===== config.mk =====
export PLATFORM = sky130hd
export DESIGN_NAME = cddc_port
export DESIGN_NICKNAME = d
export VERILOG_FILES = /design/src/logic/cddc_pkg.sv /design/src/logic/cddc_sync.sv /design/src/logic/cddc_port.sv
export SDC_FILE = /design/constraint.sdc
export NUM_CORES = 1
export LEC_CHECK = 0
export ABC_CLOCK_PERIOD_IN_PS = 1600
export BUFFER_PORTS_ARGS = -buffer_cell sky130_fd_sc_hd__buf_2
export CORE_AREA = 4 4 110 60
export DETAILED_ROUTE_END_ITERATION = 10
export DIE_AREA = 0 0 114 64
export SYNTH_ARGS = -nofsm -noshare
export SYNTH_HDL_FRONTEND = slang
export SYNTH_SLANG_ARGS = --single-unit

===== constraint.sdc =====
create_clock -name clk -period 1.6 [get_ports clk]
set_clock_uncertainty 0.1 [all_clocks]
set_input_delay 0.08 -clock clk [delete_from_list [all_inputs] [get_ports clk]]
set_output_delay 0.08 -clock clk [all_outputs]
set_load 0.01 [all_outputs]

===== src/logic/cddc_pkg.sv =====
package cddc_pkg;
	// loading modes
	typedef enum logic [1:0] {
		CDDC_MODE_SLAVE_SERIAL,
		CDDC_MODE_MASTER_SERIAL,
		CDDC_MODE_EXPRESS,
		CDDC_MODE_RESERVED
	} cddc_mode_t;

	// loader phases
	typedef enum logic [1:0] {
		CDDC_ST_LOADING,
		CDDC_ST_USER
	} cddc_state_t;

	localparam int          CDDC_SYNC_STAGES = 3;   // pin synchroniser depth
	localparam int          CDDC_BYTE_W      = 8;   // parallel data width
	localparam logic [7:0]  CDDC_BYTE_RST    = 8'h00; // captured byte at reset
	localparam logic        CDDC_PULL_HIGH   = 1'b1;  // level of a pulled-up pin
	localparam logic        CDDC_FWD_RST     = 1'b1;  // forwarded bit at reset
	localparam logic [15:0] CDDC_DOUT_DELAY  = 16'h0001; // falling edges after capture
endpackage : cddc_pkg


===== src/logic/cddc_sync.sv =====
`timescale 1ns/1ps
`default_nettype none
// three-stage synchroniser with agreement filter
module cddc_sync #(
	parameter int W = 1
) (
	// clock and reset
	input  wire logic         clk,
	input  wire logic         reset_n,
	// asynchronous input and filtered level
	input  wire logic [W-1:0] async_in,
	output var  logic [W-1:0] level_q
);
	logic [W-1:0] s1_q; // first stage, read only by s2
	logic [W-1:0] s2_q;
	logic [W-1:0] s3_q;

	// shift chain
	always_ff @(posedge clk) begin
		if (!reset_n) begin
			s1_q <= '0;
			s2_q <= '0;
			s3_q <= '0;
		end else begin
			s1_q <= async_in;
			s2_q <= s1_q;
			s3_q <= s2_q;
		end
	end

	// level changes only when stages two and three agree
	always_ff @(posedge clk) begin
		if (!reset_n) begin
			level_q <= '0;
		end else begin
			for (int i = 0; i < W; i++) begin
				if (s2_q[i] == s3_q[i]) begin
					level_q[i] <= s2_q[i];
				end
			end
		end
	end
endmodule : cddc_sync
`default_nettype wire


===== src/logic/cddc_port.sv =====
`timescale 1ns/1ps
`default_nettype none
// Function
// - sample serial input on config clock rise
// - forward bit on fall, 1.5 periods later
// - byte mode takes eight parallel inputs
// - chain select enables byte capture in express mode
// - serial output drives next chain select
// - pins become user pins after configuration
// - unconfigured user pins read high
// - init pin low on data error while loading
module cddc_port
	import cddc_pkg::*;
(
	// system clock and reset
	input  wire logic        clk,
	input  wire logic        reset_n,
	// mode and completion control
	input  wire logic [1:0]  load_mode,
	input  wire logic        config_done,
	input  wire logic        data_error,
	// link pins from the upstream source
	input  wire logic        config_clock,
	input  wire logic        serial_in,
	input  wire logic        chain_select_in,
	input  wire logic [7:0]  parallel_config_data,
	// serial output pin, three signals
	input  wire logic        serial_out_i,
	output logic             serial_out_o,
	output logic             serial_out_oe,
	// open-drain init pin
	output logic             init_o,
	output logic             init_oe,
	// loader side
	output logic             bit_valid,
	output logic             bit_data,
	output logic             byte_valid,
	output logic [7:0]       byte_data,
	// user side after configuration
	input  wire logic        user_out,
	input  wire logic        user_oe,
	output logic             user_serial_in,
	output logic [7:0]       user_parallel_in,
	output logic             user_serial_out_in,
	output logic             loading
);
	logic [10:0]  sync_q;     // filtered pin levels
	logic         config_clock_s;     // filtered config clock
	logic         din_s;
	logic         cs_s;
	logic [7:0]   dpar_s;
	logic         config_clock_prev_q; // previous clock level for edges
	logic         rise;
	logic         fall;
	logic         fwd_q;       // newest bit captured
	logic         fwd_old_q;   // bit before it, next to leave
	logic         fwd_pend_q;  // at least one capture seen
	logic         fwd_pend2_q; // two captures seen, old slot valid
	// the pipeline holds one whole period of data so that a bit
	// leaves on the fall after the following rise
	cddc_state_t  state_q;
	cddc_mode_t   mode;

	// every link pin crosses through the filter
	cddc_sync #(.W(11)) u_sync (
		.clk      (clk),
		.reset_n  (reset_n),
		.async_in ({config_clock, serial_in, chain_select_in, parallel_config_data}),
		.level_q  (sync_q)
	);

	// split the filtered bus back into its pins; all share one latency,
	// so data and clock keep their relative timing through the filter
	assign config_clock_s = sync_q[10];
	assign din_s  = sync_q[9];
	assign cs_s   = sync_q[8];
	assign dpar_s = sync_q[7:0];
	assign mode   = cddc_mode_t'(load_mode);
	assign rise   = config_clock_s & ~config_clock_prev_q;
	assign fall   = ~config_clock_s & config_clock_prev_q;

	// serial modes share one path
	function automatic logic is_serial(input cddc_mode_t m);
		return (m == CDDC_MODE_SLAVE_SERIAL) || (m == CDDC_MODE_MASTER_SERIAL);
	endfunction : is_serial

	// edge detection on the filtered clock
	always_ff @(posedge clk) begin
		if (!reset_n) begin
			config_clock_prev_q <= 1'b0;
		end else begin
			config_clock_prev_q <= config_clock_s;
		end
	end

	// phase: loading until done, then user pins
	// done is sticky: only reset brings the pins back to loading
	always_ff @(posedge clk) begin
		if (!reset_n) begin
			state_q <= CDDC_ST_LOADING;
		end else begin
			unique case (state_q)
				CDDC_ST_LOADING: if (config_done) state_q <= CDDC_ST_USER;
				CDDC_ST_USER:    state_q <= CDDC_ST_USER;
				default:         state_q <= CDDC_ST_LOADING;
			endcase
		end
	end

	// serial capture on rising config clock
	always_ff @(posedge clk) begin
		if (!reset_n) begin
			bit_valid <= 1'b0;
			bit_data  <= 1'b0;
		end else begin
			bit_valid <= 1'b0;
			if (state_q == CDDC_ST_LOADING && is_serial(mode) && rise) begin
				bit_valid <= 1'b1;
				bit_data  <= din_s;
			end
		end
	end

	// byte capture; sampled on the rise while selected, trusting the source
	always_ff @(posedge clk) begin
		if (!reset_n) begin
			byte_valid <= 1'b0;
			byte_data  <= CDDC_BYTE_RST;
		end else begin
			byte_valid <= 1'b0;
			if (state_q == CDDC_ST_LOADING && mode == CDDC_MODE_EXPRESS && rise && cs_s) begin
				byte_valid <= 1'b1;
				byte_data  <= dpar_s;
			end
		end
	end

	// two-deep store: a bit waits behind the newest capture, so the
	// fall after the following rise shows it, one and a half periods
	// after it was taken at the input
	// limitation: the last bit of a frame leaves only once the source
	// gives one more rise; a chain source keeps clocking, so this holds
	always_ff @(posedge clk) begin
		if (!reset_n) begin
			fwd_q       <= CDDC_FWD_RST;
			fwd_old_q   <= CDDC_FWD_RST;
			fwd_pend_q  <= 1'b0;
			fwd_pend2_q <= 1'b0;
		end else if (rise && is_serial(mode)) begin
			fwd_q       <= din_s;
			fwd_old_q   <= fwd_q;
			fwd_pend_q  <= 1'b1;
			fwd_pend2_q <= fwd_pend_q;
		end
	end

	// serial output pin: forwarded data, status, or user drive
	// user phase wins over any loading role of the pin
	// status is low while loading so the next device waits its turn
	always_ff @(posedge clk) begin
		if (!reset_n) begin
			serial_out_o  <= CDDC_PULL_HIGH;
			serial_out_oe <= 1'b0;
		end else if (state_q == CDDC_ST_USER) begin
			serial_out_o  <= user_out;
			serial_out_oe <= user_oe;
		end else if (mode == CDDC_MODE_EXPRESS) begin
			serial_out_o  <= cs_s & config_done;
			serial_out_oe <= 1'b1;
		end else if (is_serial(mode) && fall && fwd_pend2_q) begin
			// only a bit one whole period old goes out
			serial_out_o  <= fwd_old_q;
			serial_out_oe <= 1'b1;
		end
	end

	// open-drain init: drive low on error while loading
	// the level stays zero; only the enable moves, as an open drain must
	always_ff @(posedge clk) begin
		if (!reset_n) begin
			init_o  <= 1'b0;
			init_oe <= 1'b0;
		end else begin
			init_o  <= 1'b0;
			init_oe <= (state_q == CDDC_ST_LOADING) && data_error;
		end
	end

	// user view of pins: high until configured, pull-up level
	// user logic never sees loading traffic on these pins
	always_ff @(posedge clk) begin
		if (!reset_n) begin
			user_serial_in     <= CDDC_PULL_HIGH;
			user_parallel_in   <= {CDDC_BYTE_W{CDDC_PULL_HIGH}};
			user_serial_out_in <= CDDC_PULL_HIGH;
			loading            <= 1'b1;
		end else if (state_q == CDDC_ST_USER) begin
			user_serial_in     <= din_s;
			user_parallel_in   <= dpar_s;
			user_serial_out_in <= serial_out_i;
			loading            <= 1'b0;
		end else begin
			user_serial_in     <= CDDC_PULL_HIGH;
			user_parallel_in   <= {CDDC_BYTE_W{CDDC_PULL_HIGH}};
			user_serial_out_in <= CDDC_PULL_HIGH;
			loading            <= 1'b1;
		end
	end
endmodule : cddc_port
`default_nettype wire


==> results, run 1 <==
- The flow ran to the end, and the final reports show no timing, DRC or antenna violations.
- The slack of the worst reg-to-reg path is about 0.22 ns.
- For the worst setup path, the data required time is 1.68 ns.
- The number of placed I/O pins is 46.
- For this block, the initial DRC count from the detailed router was 73.
- The placeable core region is 5760 um^2.
- The path class of the tightest hold or removal check is in2reg.
- The area share of the largest cell type after synthesis is 0.629.
- For this run, the total global-route usage over all layers was measured as 0.131.
- The number of levels in the clock H-tree is 3.
- The tool flagged a number of max-cap violations equal to 0.
- The number of cells traversed by the worst hold path is 4.
- The chip width is 114 um.
- The netlist uses 29 different library cells.
- For this run, global-route usage on met2 was measured as 0.155.
- The share of total power dissipated in sequential elements is 0.478.
- The count of endpoints failing setup in the final report is 0.
- Clock-pin slew was measured on the worst setup and hold paths at 0.05 ns.
- The global route total overflow is 0.
- After global routing, the most crowded layer is met1.
- The number of nets handed over by synthesis was approximately 240.
- The internal power is around 3.3 mW.
- The number of pins with negative max-slew slack in the final report is 0.
- The TritonCTS clock tree is built.
- Before antenna repair, the detailed router went through 4 iterations.
- The kind of end point of the critical path is a flop.
- The first global-routing pass estimated 7270 um of wire.
- The register bit total from synthesis is between 70 and 80.
- The least setup slack across all paths after layout is 0.223 ns.
- The clock passes through at most 2 buffers.
- STA classifies the critical path startpoint as a flop.
- The startpoint identified for the worst register-to-register timing path is config_clock_prev_q.
- Summed over all nets, the switching power comes to 767 uW.
- Counting the fill cells in the layout gives 526.
- The classification of the worst setup path is reg2reg.
- The total detailed-routing wirelength is 4400 um.
- The die is 64 um tall.
- The detailed-route via count is 1642.
- For met1 alone, demand over resource in global routing was 0.197.
- By count the netlist is led by sky130_fd_sc_hd__dfxtp_1 (75), sky130_fd_sc_hd__and2_1 (34), sky130_fd_sc_hd__o21ai_0 (19), sky130_fd_sc_hd__nand2_1 (14), sky130_fd_sc_hd__a21boi_0 (11).
- In this run the clock root is driven by a sky130_fd_sc_hd__clkbuf_16.
- The proportion of total power due to net switching is 0.188.
- The power density over cell area is 1300 nW/um^2.
- The number of enable flip-flop cells after synthesis is 0.
- The startpoint of the most critical setup path is config_clock_prev_q.
- Once detail routing completed, the nets flagged for antenna violations numbered 0.
- At the later pin of the worst-skew pair, clock insertion delay measures between 0.3 and 0.4 ns.
- The quantity of I/O buffers inserted on ports is 44.
- For this configuration, the core starts out at a cell density of 0.415.
- The fmax is between 700 and 800 MHz.
- The warning count from the yosys run is 0.
- The analysis attributes to cell leakage a power of 1.28 nW.
- The post-CTS setup repair buffer count is 0.
- The layout overhead on the synthesized area is 31.3%.
- The number of nets in the layout is 300.
- In the final timing run, aggregate negative setup slack is 0 ns.
- The DRC violations left is 0.
- The final weighted congestion in routability-driven placement is 0.782.
- For met3 alone, demand over resource in global routing was 0.0643.
- The arrival time of data at the critical path endpoint is 1.46 ns.
- The via count of the first global-routing pass came to 1477.
- By area the synthesized netlist is led by sky130_fd_sc_hd__dfxtp_1 (63%), sky130_fd_sc_hd__and2_1 (8.9%), sky130_fd_sc_hd__o21ai_0 (4.0%).
- The number of hold violations in the final report is 0.
- The placed wire-length estimate after detailed placement is slightly below 3000 um.
- In the finished design, the share of the clock period the worst path needs comes to 0.860.
- After synthesis, the mean cell area works out to 10.9 um^2.
- In the final layout, the share of cells above drive strength 1 is 0.246.
- The worst slack at placement is 0.245 ns.
- Dividing the detail-routed via count by the number of cells gives 4.55.
- The prevailing post-synth register cell is sky130_fd_sc_hd__dfxtp_1.
- Entering global routing, the biggest net connects 55 pins.
- The number of antenna diodes in the final layout is 0.
- The proportion of power drawn by combinational gates is 0.044.
- After synthesis, the share of flip-flops with an asynchronous set or reset is 0.
- The post-synthesis cell count is roughly 220.
- The path depth of the worst reg2reg path is 3.
- The beginning of the worst hold path is user_out.
- Of all nets on the critical path, the largest fanout is 4.
- The share of the Yosys chip area taken by registers is 0.629.
- Row generation in the floorplan step produced 20 rows.
- The count of clock tree sinks is 75.
- After synthesis the cells add up to around 2400 um^2.
- Setup repair after global routing left no endpoint under its margin.
- The number of buffers created by CTS is 9.
- The share of total power dissipated in the clock network is 0.478.
- The final period demand of the worst path is roughly 1.4 ns.
- The cell with the most instances after synthesis is sky130_fd_sc_hd__dfxtp_1.
- The worst-case vdd ir drop is between 0.5 and 0.6 mV.
- The number of antenna violations at the first check in global routing is 0.
- The biggest area contributor in the post-synthesis netlist is sky130_fd_sc_hd__dfxtp_1.
- The total die area is between 7000 and 8000 um^2.
- After detailed routing, the average wire length per cell comes to between 10 and 15 um.
==> cells by family (layout without fill, tap and decap cells) <==
logic type / after synthesis / count (layout) / share of synthesized area
buffers and inverters: 14 / 79 / 0.0257
AO/OA/AOI/OAI: 46 / 46 / 0.127
other: 1 / 1 / 0.00157
flip-flops: 75 / 75 / 0.629
AND/OR/NAND/NOR: 80 / 80 / 0.204
multiplexers: 3 / 3 / 0.0126
==> power groups by stage <==
stage / registers (mW) / clock network, mW / logic, mW
final: 1.95 / 1.95 / 0.180
after global routing: 1.95 / 2.10 / 0.201
after floorplan: 1.99 / 0 / 0.0830
after global placement: 1.99 / 0 / 0.150
after detailed placement: 1.99 / 0 / 0.152
after CTS: 1.95 / 2.00 / 0.182
==> path summary, 6_finish.rpt <==
| path | to |
|---|---|
| worst max-delay path | serial_out_o |
| worst min-delay path | serial_out_o |
| worst max register to register | serial_out_o |
| worst min register to register | u_sync.s2_q[1] |
==> sequential cells by signal, indices dropped and copies added (netlist names), 8 cells and up <==
name and flops:
u_sync.level_q 11, u_sync.s1_q 11, u_sync.s2_q 11, user_parallel_in 8, byte_data 8, u_sync.s3_q 11
==> per-stage QoR <==
step,power [mW],instances,instance area (um^2),util,hold WS [ns]
after floorplan,2.07,219,2390,-,0.0865
after global placement,2.14,330,2680,0.465,0.172
after detailed placement,2.14,330,2680,0.465,0.181
after CTS,4.13,361,3130,0.544,0.0697
after global routing,4.25,361,3130,0.544,0.0990
final,4.08,361,3130,0.544,0.0765
==> cell type report <==
cell class	count	area (um^2)	area share
sequential	75	1500	0.479
multi-input combinational	130	823	0.263
timing repair buffer	62	408	0.130
clock buffer	13	260	0.0831
tap	77	96.3	0.0308
clock inverter	2	35.0	0.0112
inverter	2	7.51	0.00240
==> cells in the final DEF, fill, tap and decap left out, types with 3 or more instances in the layout <==
cell type                        n
sky130_fd_sc_hd__mux2i_1         3
sky130_fd_sc_hd__o21a_1          3
sky130_fd_sc_hd__dfxtp_1        75
sky130_fd_sc_hd__nand2_1        14
sky130_fd_sc_hd__a21boi_1        9
sky130_fd_sc_hd__dlygate4sd3_1  16
sky130_fd_sc_hd__and2_1         34
sky130_fd_sc_hd__clkbuf_16       9
sky130_fd_sc_hd__buf_2          44
sky130_fd_sc_hd__or2_2          10
sky130_fd_sc_hd__o21ai_0        19
sky130_fd_sc_hd__a21boi_0       11
sky130_fd_sc_hd__nand3_1         8
sky130_fd_sc_hd__and3_1          4
==> layer usage <==
metal | share of wire | up-vias | routed length, um
met5 | 0 | - | 0
met1 | 0.56 | 729 | 2470
li1 | - | 856 | -
met3 | 0.084 | 4 | 370
met4 | 0.0066 | 0 | 29
met2 | 0.35 | 53 | 1540
==> critical path, stage by stage, from the launching register on <==
cell and delay [ns]:
sky130_fd_sc_hd__dfxtp_1 0.39, sky130_fd_sc_hd__nor4bb_1 0.45, sky130_fd_sc_hd__or3_1 0.20, sky130_fd_sc_hd__o221ai_1 0.11
==> repair_timing <==
| action | 4_1_cts | 5_1_grt |
|---|---|---|
| gates resized for setup | 0 | 0 |
| hold buffers | 16 | 0 |
| hold endpoints to repair | 18 | 0 |
| setup endpoints to repair | 0 | 0 |
No activity file was read; power rests on OpenSTA's default activity.
==> run 2, diff against run 1 <==
CELL_PAD_IN_SITES_DETAIL_PLACEMENT = 0   (was not set)
CELL_PAD_IN_SITES_GLOBAL_PLACEMENT = 1   (was not set)
CORE_AREA = 4 4 82 84   (was 4 4 110 60)
DIE_AREA = 0 0 86 88   (was 0 0 114 64)
HOLD_SLACK_MARGIN = 0.03   (was not set)
PLACE_DENSITY_LB_ADDON = 0.1   (was not set)
==> run 2 against run 1 <==
  * Final area shrank 4.3%
  * Sequential power barely moved
  * First-iteration DRC count is 2.7% lower
  * Sequential share of layout area up 2.1 points
  * Die area increased by 3.7%
  * Clock-buffer cell count stayed put
  * Hold slack worse by 0.0075 ns
  * Largest cell class unchanged
==> results, run 2 (synthesis results as in run 1) <==
- The count of endpoints failing setup in the final report is 0 (unchanged).
- Commonest non-fill, non-tap cells in the layout: sky130_fd_sc_hd__dfxtp_1 (75), sky130_fd_sc_hd__buf_2 (44), sky130_fd_sc_hd__and2_1 (34) (unchanged).
- The TritonCTS clock tree is built (unchanged).
- The number of buffers between clock root and the deepest sink is 2 (unchanged).
- The total detailed-routing wirelength came to 4230 um (was 4400 um).
- The fraction of layout instances using a drive strength above 1 is 0.254 (was 0.246).
- The via count of the first global-routing pass is 1505 (was 1477).
- The chip width is 86 um (was 114 um).
- The layout overhead on the synthesized area is 25.6% (was 31.3%).
- The leading cell type in the layout, fill and taps excluded is sky130_fd_sc_hd__dfxtp_1 (unchanged).
- The number of hold violations in the final report was 0 (unchanged).
- The antenna violation net count after detailed routing is 0 (unchanged).
- The global-route usage over all layers came to 0.123 (was 0.131).
- The placed wire-length estimate after detailed placement is 2670 um (was 2900 um).
- The worst-case vdd ir drop is 0.591 mV (was 0.550 mV).
- The kind of end point of the critical path is a flop (unchanged).
- The utilization after layout is 0.506 (was 0.544).
- The clock transition at the registers of the reported paths came to 0.07 ns (was 0.05 ns).
- The final period utilization is 0.837 (was 0.860).
- The leakage component of the power is 1.23 nW (was 1.28 nW).
- The critical path startpoint category is a flop (unchanged).
- The number of cell rows is 28 (was 20).
- The power density over cell area is 1140 nW/um^2 (was 1300 nW/um^2).
- The number of placed I/O pins is 46 (unchanged).
- The number of nets in the layout was 300 (unchanged).
- The CTS root buffer is sky130_fd_sc_hd__clkbuf_8 (was sky130_fd_sc_hd__clkbuf_16).
- The die extent in y is 88 um (was 64 um).
- The via density per instance was 4.46 (was 4.55).
- The pin count of the biggest net entering global routing is 38 (was 55).
- The post-CTS setup repair buffer count came to 0 (unchanged).
- The DRC marker count from the first detailed-route iteration is 71 (was 73).
- The final period demand of the worst path is 1.34 ns (was 1.38 ns).
- The number of iterations in the first detailed-routing pass is 4 (unchanged).
- The starting density of the core is 0.403 (was 0.415).
- Setup repair after global routing missed its margin: false (unchanged).
- The detailed-route via count is 1601 (was 1642).
- The total die area came to 7570 um^2 (was 7300 um^2).
- The global-route wire length before repair was 7160 um (was 7270 um).
- The total power is 3.42 mW (was 4.08 mW).
- The count of clock tree sinks is 75 (unchanged).
- The placeable core region is 5920 um^2 (was 5760 um^2).
- The number of antenna violations at the first check in global routing came to 0 (unchanged).
- The largest driver fanout on the critical path is 7 (was 4).
- The global route total overflow is 0 (unchanged).
- The number of fill cells is 574 (was 526).
- The worst-skew pair later-pin latency is 0.33 ns (was 0.32 ns).
- Result of the run: completed (unchanged).
- The classification of the worst setup path is reg2reg (unchanged).
- The arrival time of data at the critical path endpoint was 1.45 ns (was 1.46 ns).
- The fmax is 747 MHz (was 726 MHz).
- The accumulated negative setup slack is 0 ns (unchanged).
- The number of levels in the clock H-tree is 3 (unchanged).
- The number of antenna cells inserted is 0 (unchanged).
- The number of pins with negative max-slew slack in the final report is 0 (unchanged).
- The final weighted congestion in routability-driven placement is 0.703 (was 0.782).
- The class of the tightest hold or removal check was in2reg (unchanged).
- The number of buffers created by CTS is 9 (unchanged).
- The quantity of I/O buffers inserted on ports is 44 (unchanged).
- The required time of the critical path came to 1.71 ns (was 1.68 ns).
- The routed wirelength normalized by instance count is 11.8 um (was 12.2 um).
- The total of max-cap violations was 0 (unchanged).
- The DRC violations left was 0 (unchanged).
==> run 2: final timing paths <==
path / cells past startpoint / end / slack (ns) / start
max: 3 / fwd_old_q / 0.26 / u_sync.level_q[10]
max reg2reg: 3 / fwd_old_q / 0.26 / u_sync.level_q[10]
min reg2reg: 1 / u_sync.s2_q[3] / 0.33 / u_sync.s1_q[3]
min: 4 / serial_out_o / 0.07 / user_out
==> run 2: what timing repair did <==
item | in CTS | in global routing
endpoints found under the hold margin | 15 | 0
resized for setup | 0 | 0
hold buffers | 15 | 0
==> run 2: cell type report <==
cell class | instances | area, um^2 | share of cell area
Multi-Input combinational cell | 130 | 823 | 0.275
Timing Repair Buffer | 62 | 393 | 0.131
Clock inverter | 2 | 10.0 | 0.00334
Inverter | 2 | 7.51 | 0.00250
Tap cell | 75 | 93.8 | 0.0313
Clock buffer | 13 | 169 | 0.0563
Sequential cell | 75 | 1500 | 0.501
==> run 2: report_power, final <==
part,total (mW),switching (mW),leakage [nW],internal [mW]
registers,1.94,0.0204,0.613,1.92
clock network,1.30,0.626,0.0953,0.678
logic,0.175,0.0752,0.521,0.0993
total,3.42,0.721,1.23,2.70
==> run 2: critical path, cell delays in order, from the launching register on <==
cell,delay (ns)
sky130_fd_sc_hd__dfxtp_1,0.43
sky130_fd_sc_hd__nor3b_4,0.41
sky130_fd_sc_hd__mux2i_1,0.23
sky130_fd_sc_hd__nand2_1,0.06
==> run 2: through the flow <==
stage                     instances  area (um^2)  hold WS [ns]  worst slack (ns)
after detailed placement        329         2670         0.169             0.273
after global routing            359         3000        0.0865             0.128
after floorplan                 219         2390        0.0865             0.370
after CTS                       359         3000        0.0445             0.264
final                           359         3000        0.0689             0.261
after global placement          329         2670         0.170             0.255
==> run 2: routing by layer <==
layer | track usage | vias to the layer above | wire length, um | share of wire
li1 | - | 855 | - | -
met1 | 0.168 | 703 | 2270 | 0.54
met2 | 0.168 | 39 | 1630 | 0.39
met3 | 0.0442 | 4 | 267 | 0.063
met4 | 0.0691 | 0 | 59 | 0.014
met5 | 0 | - | 0 | 0
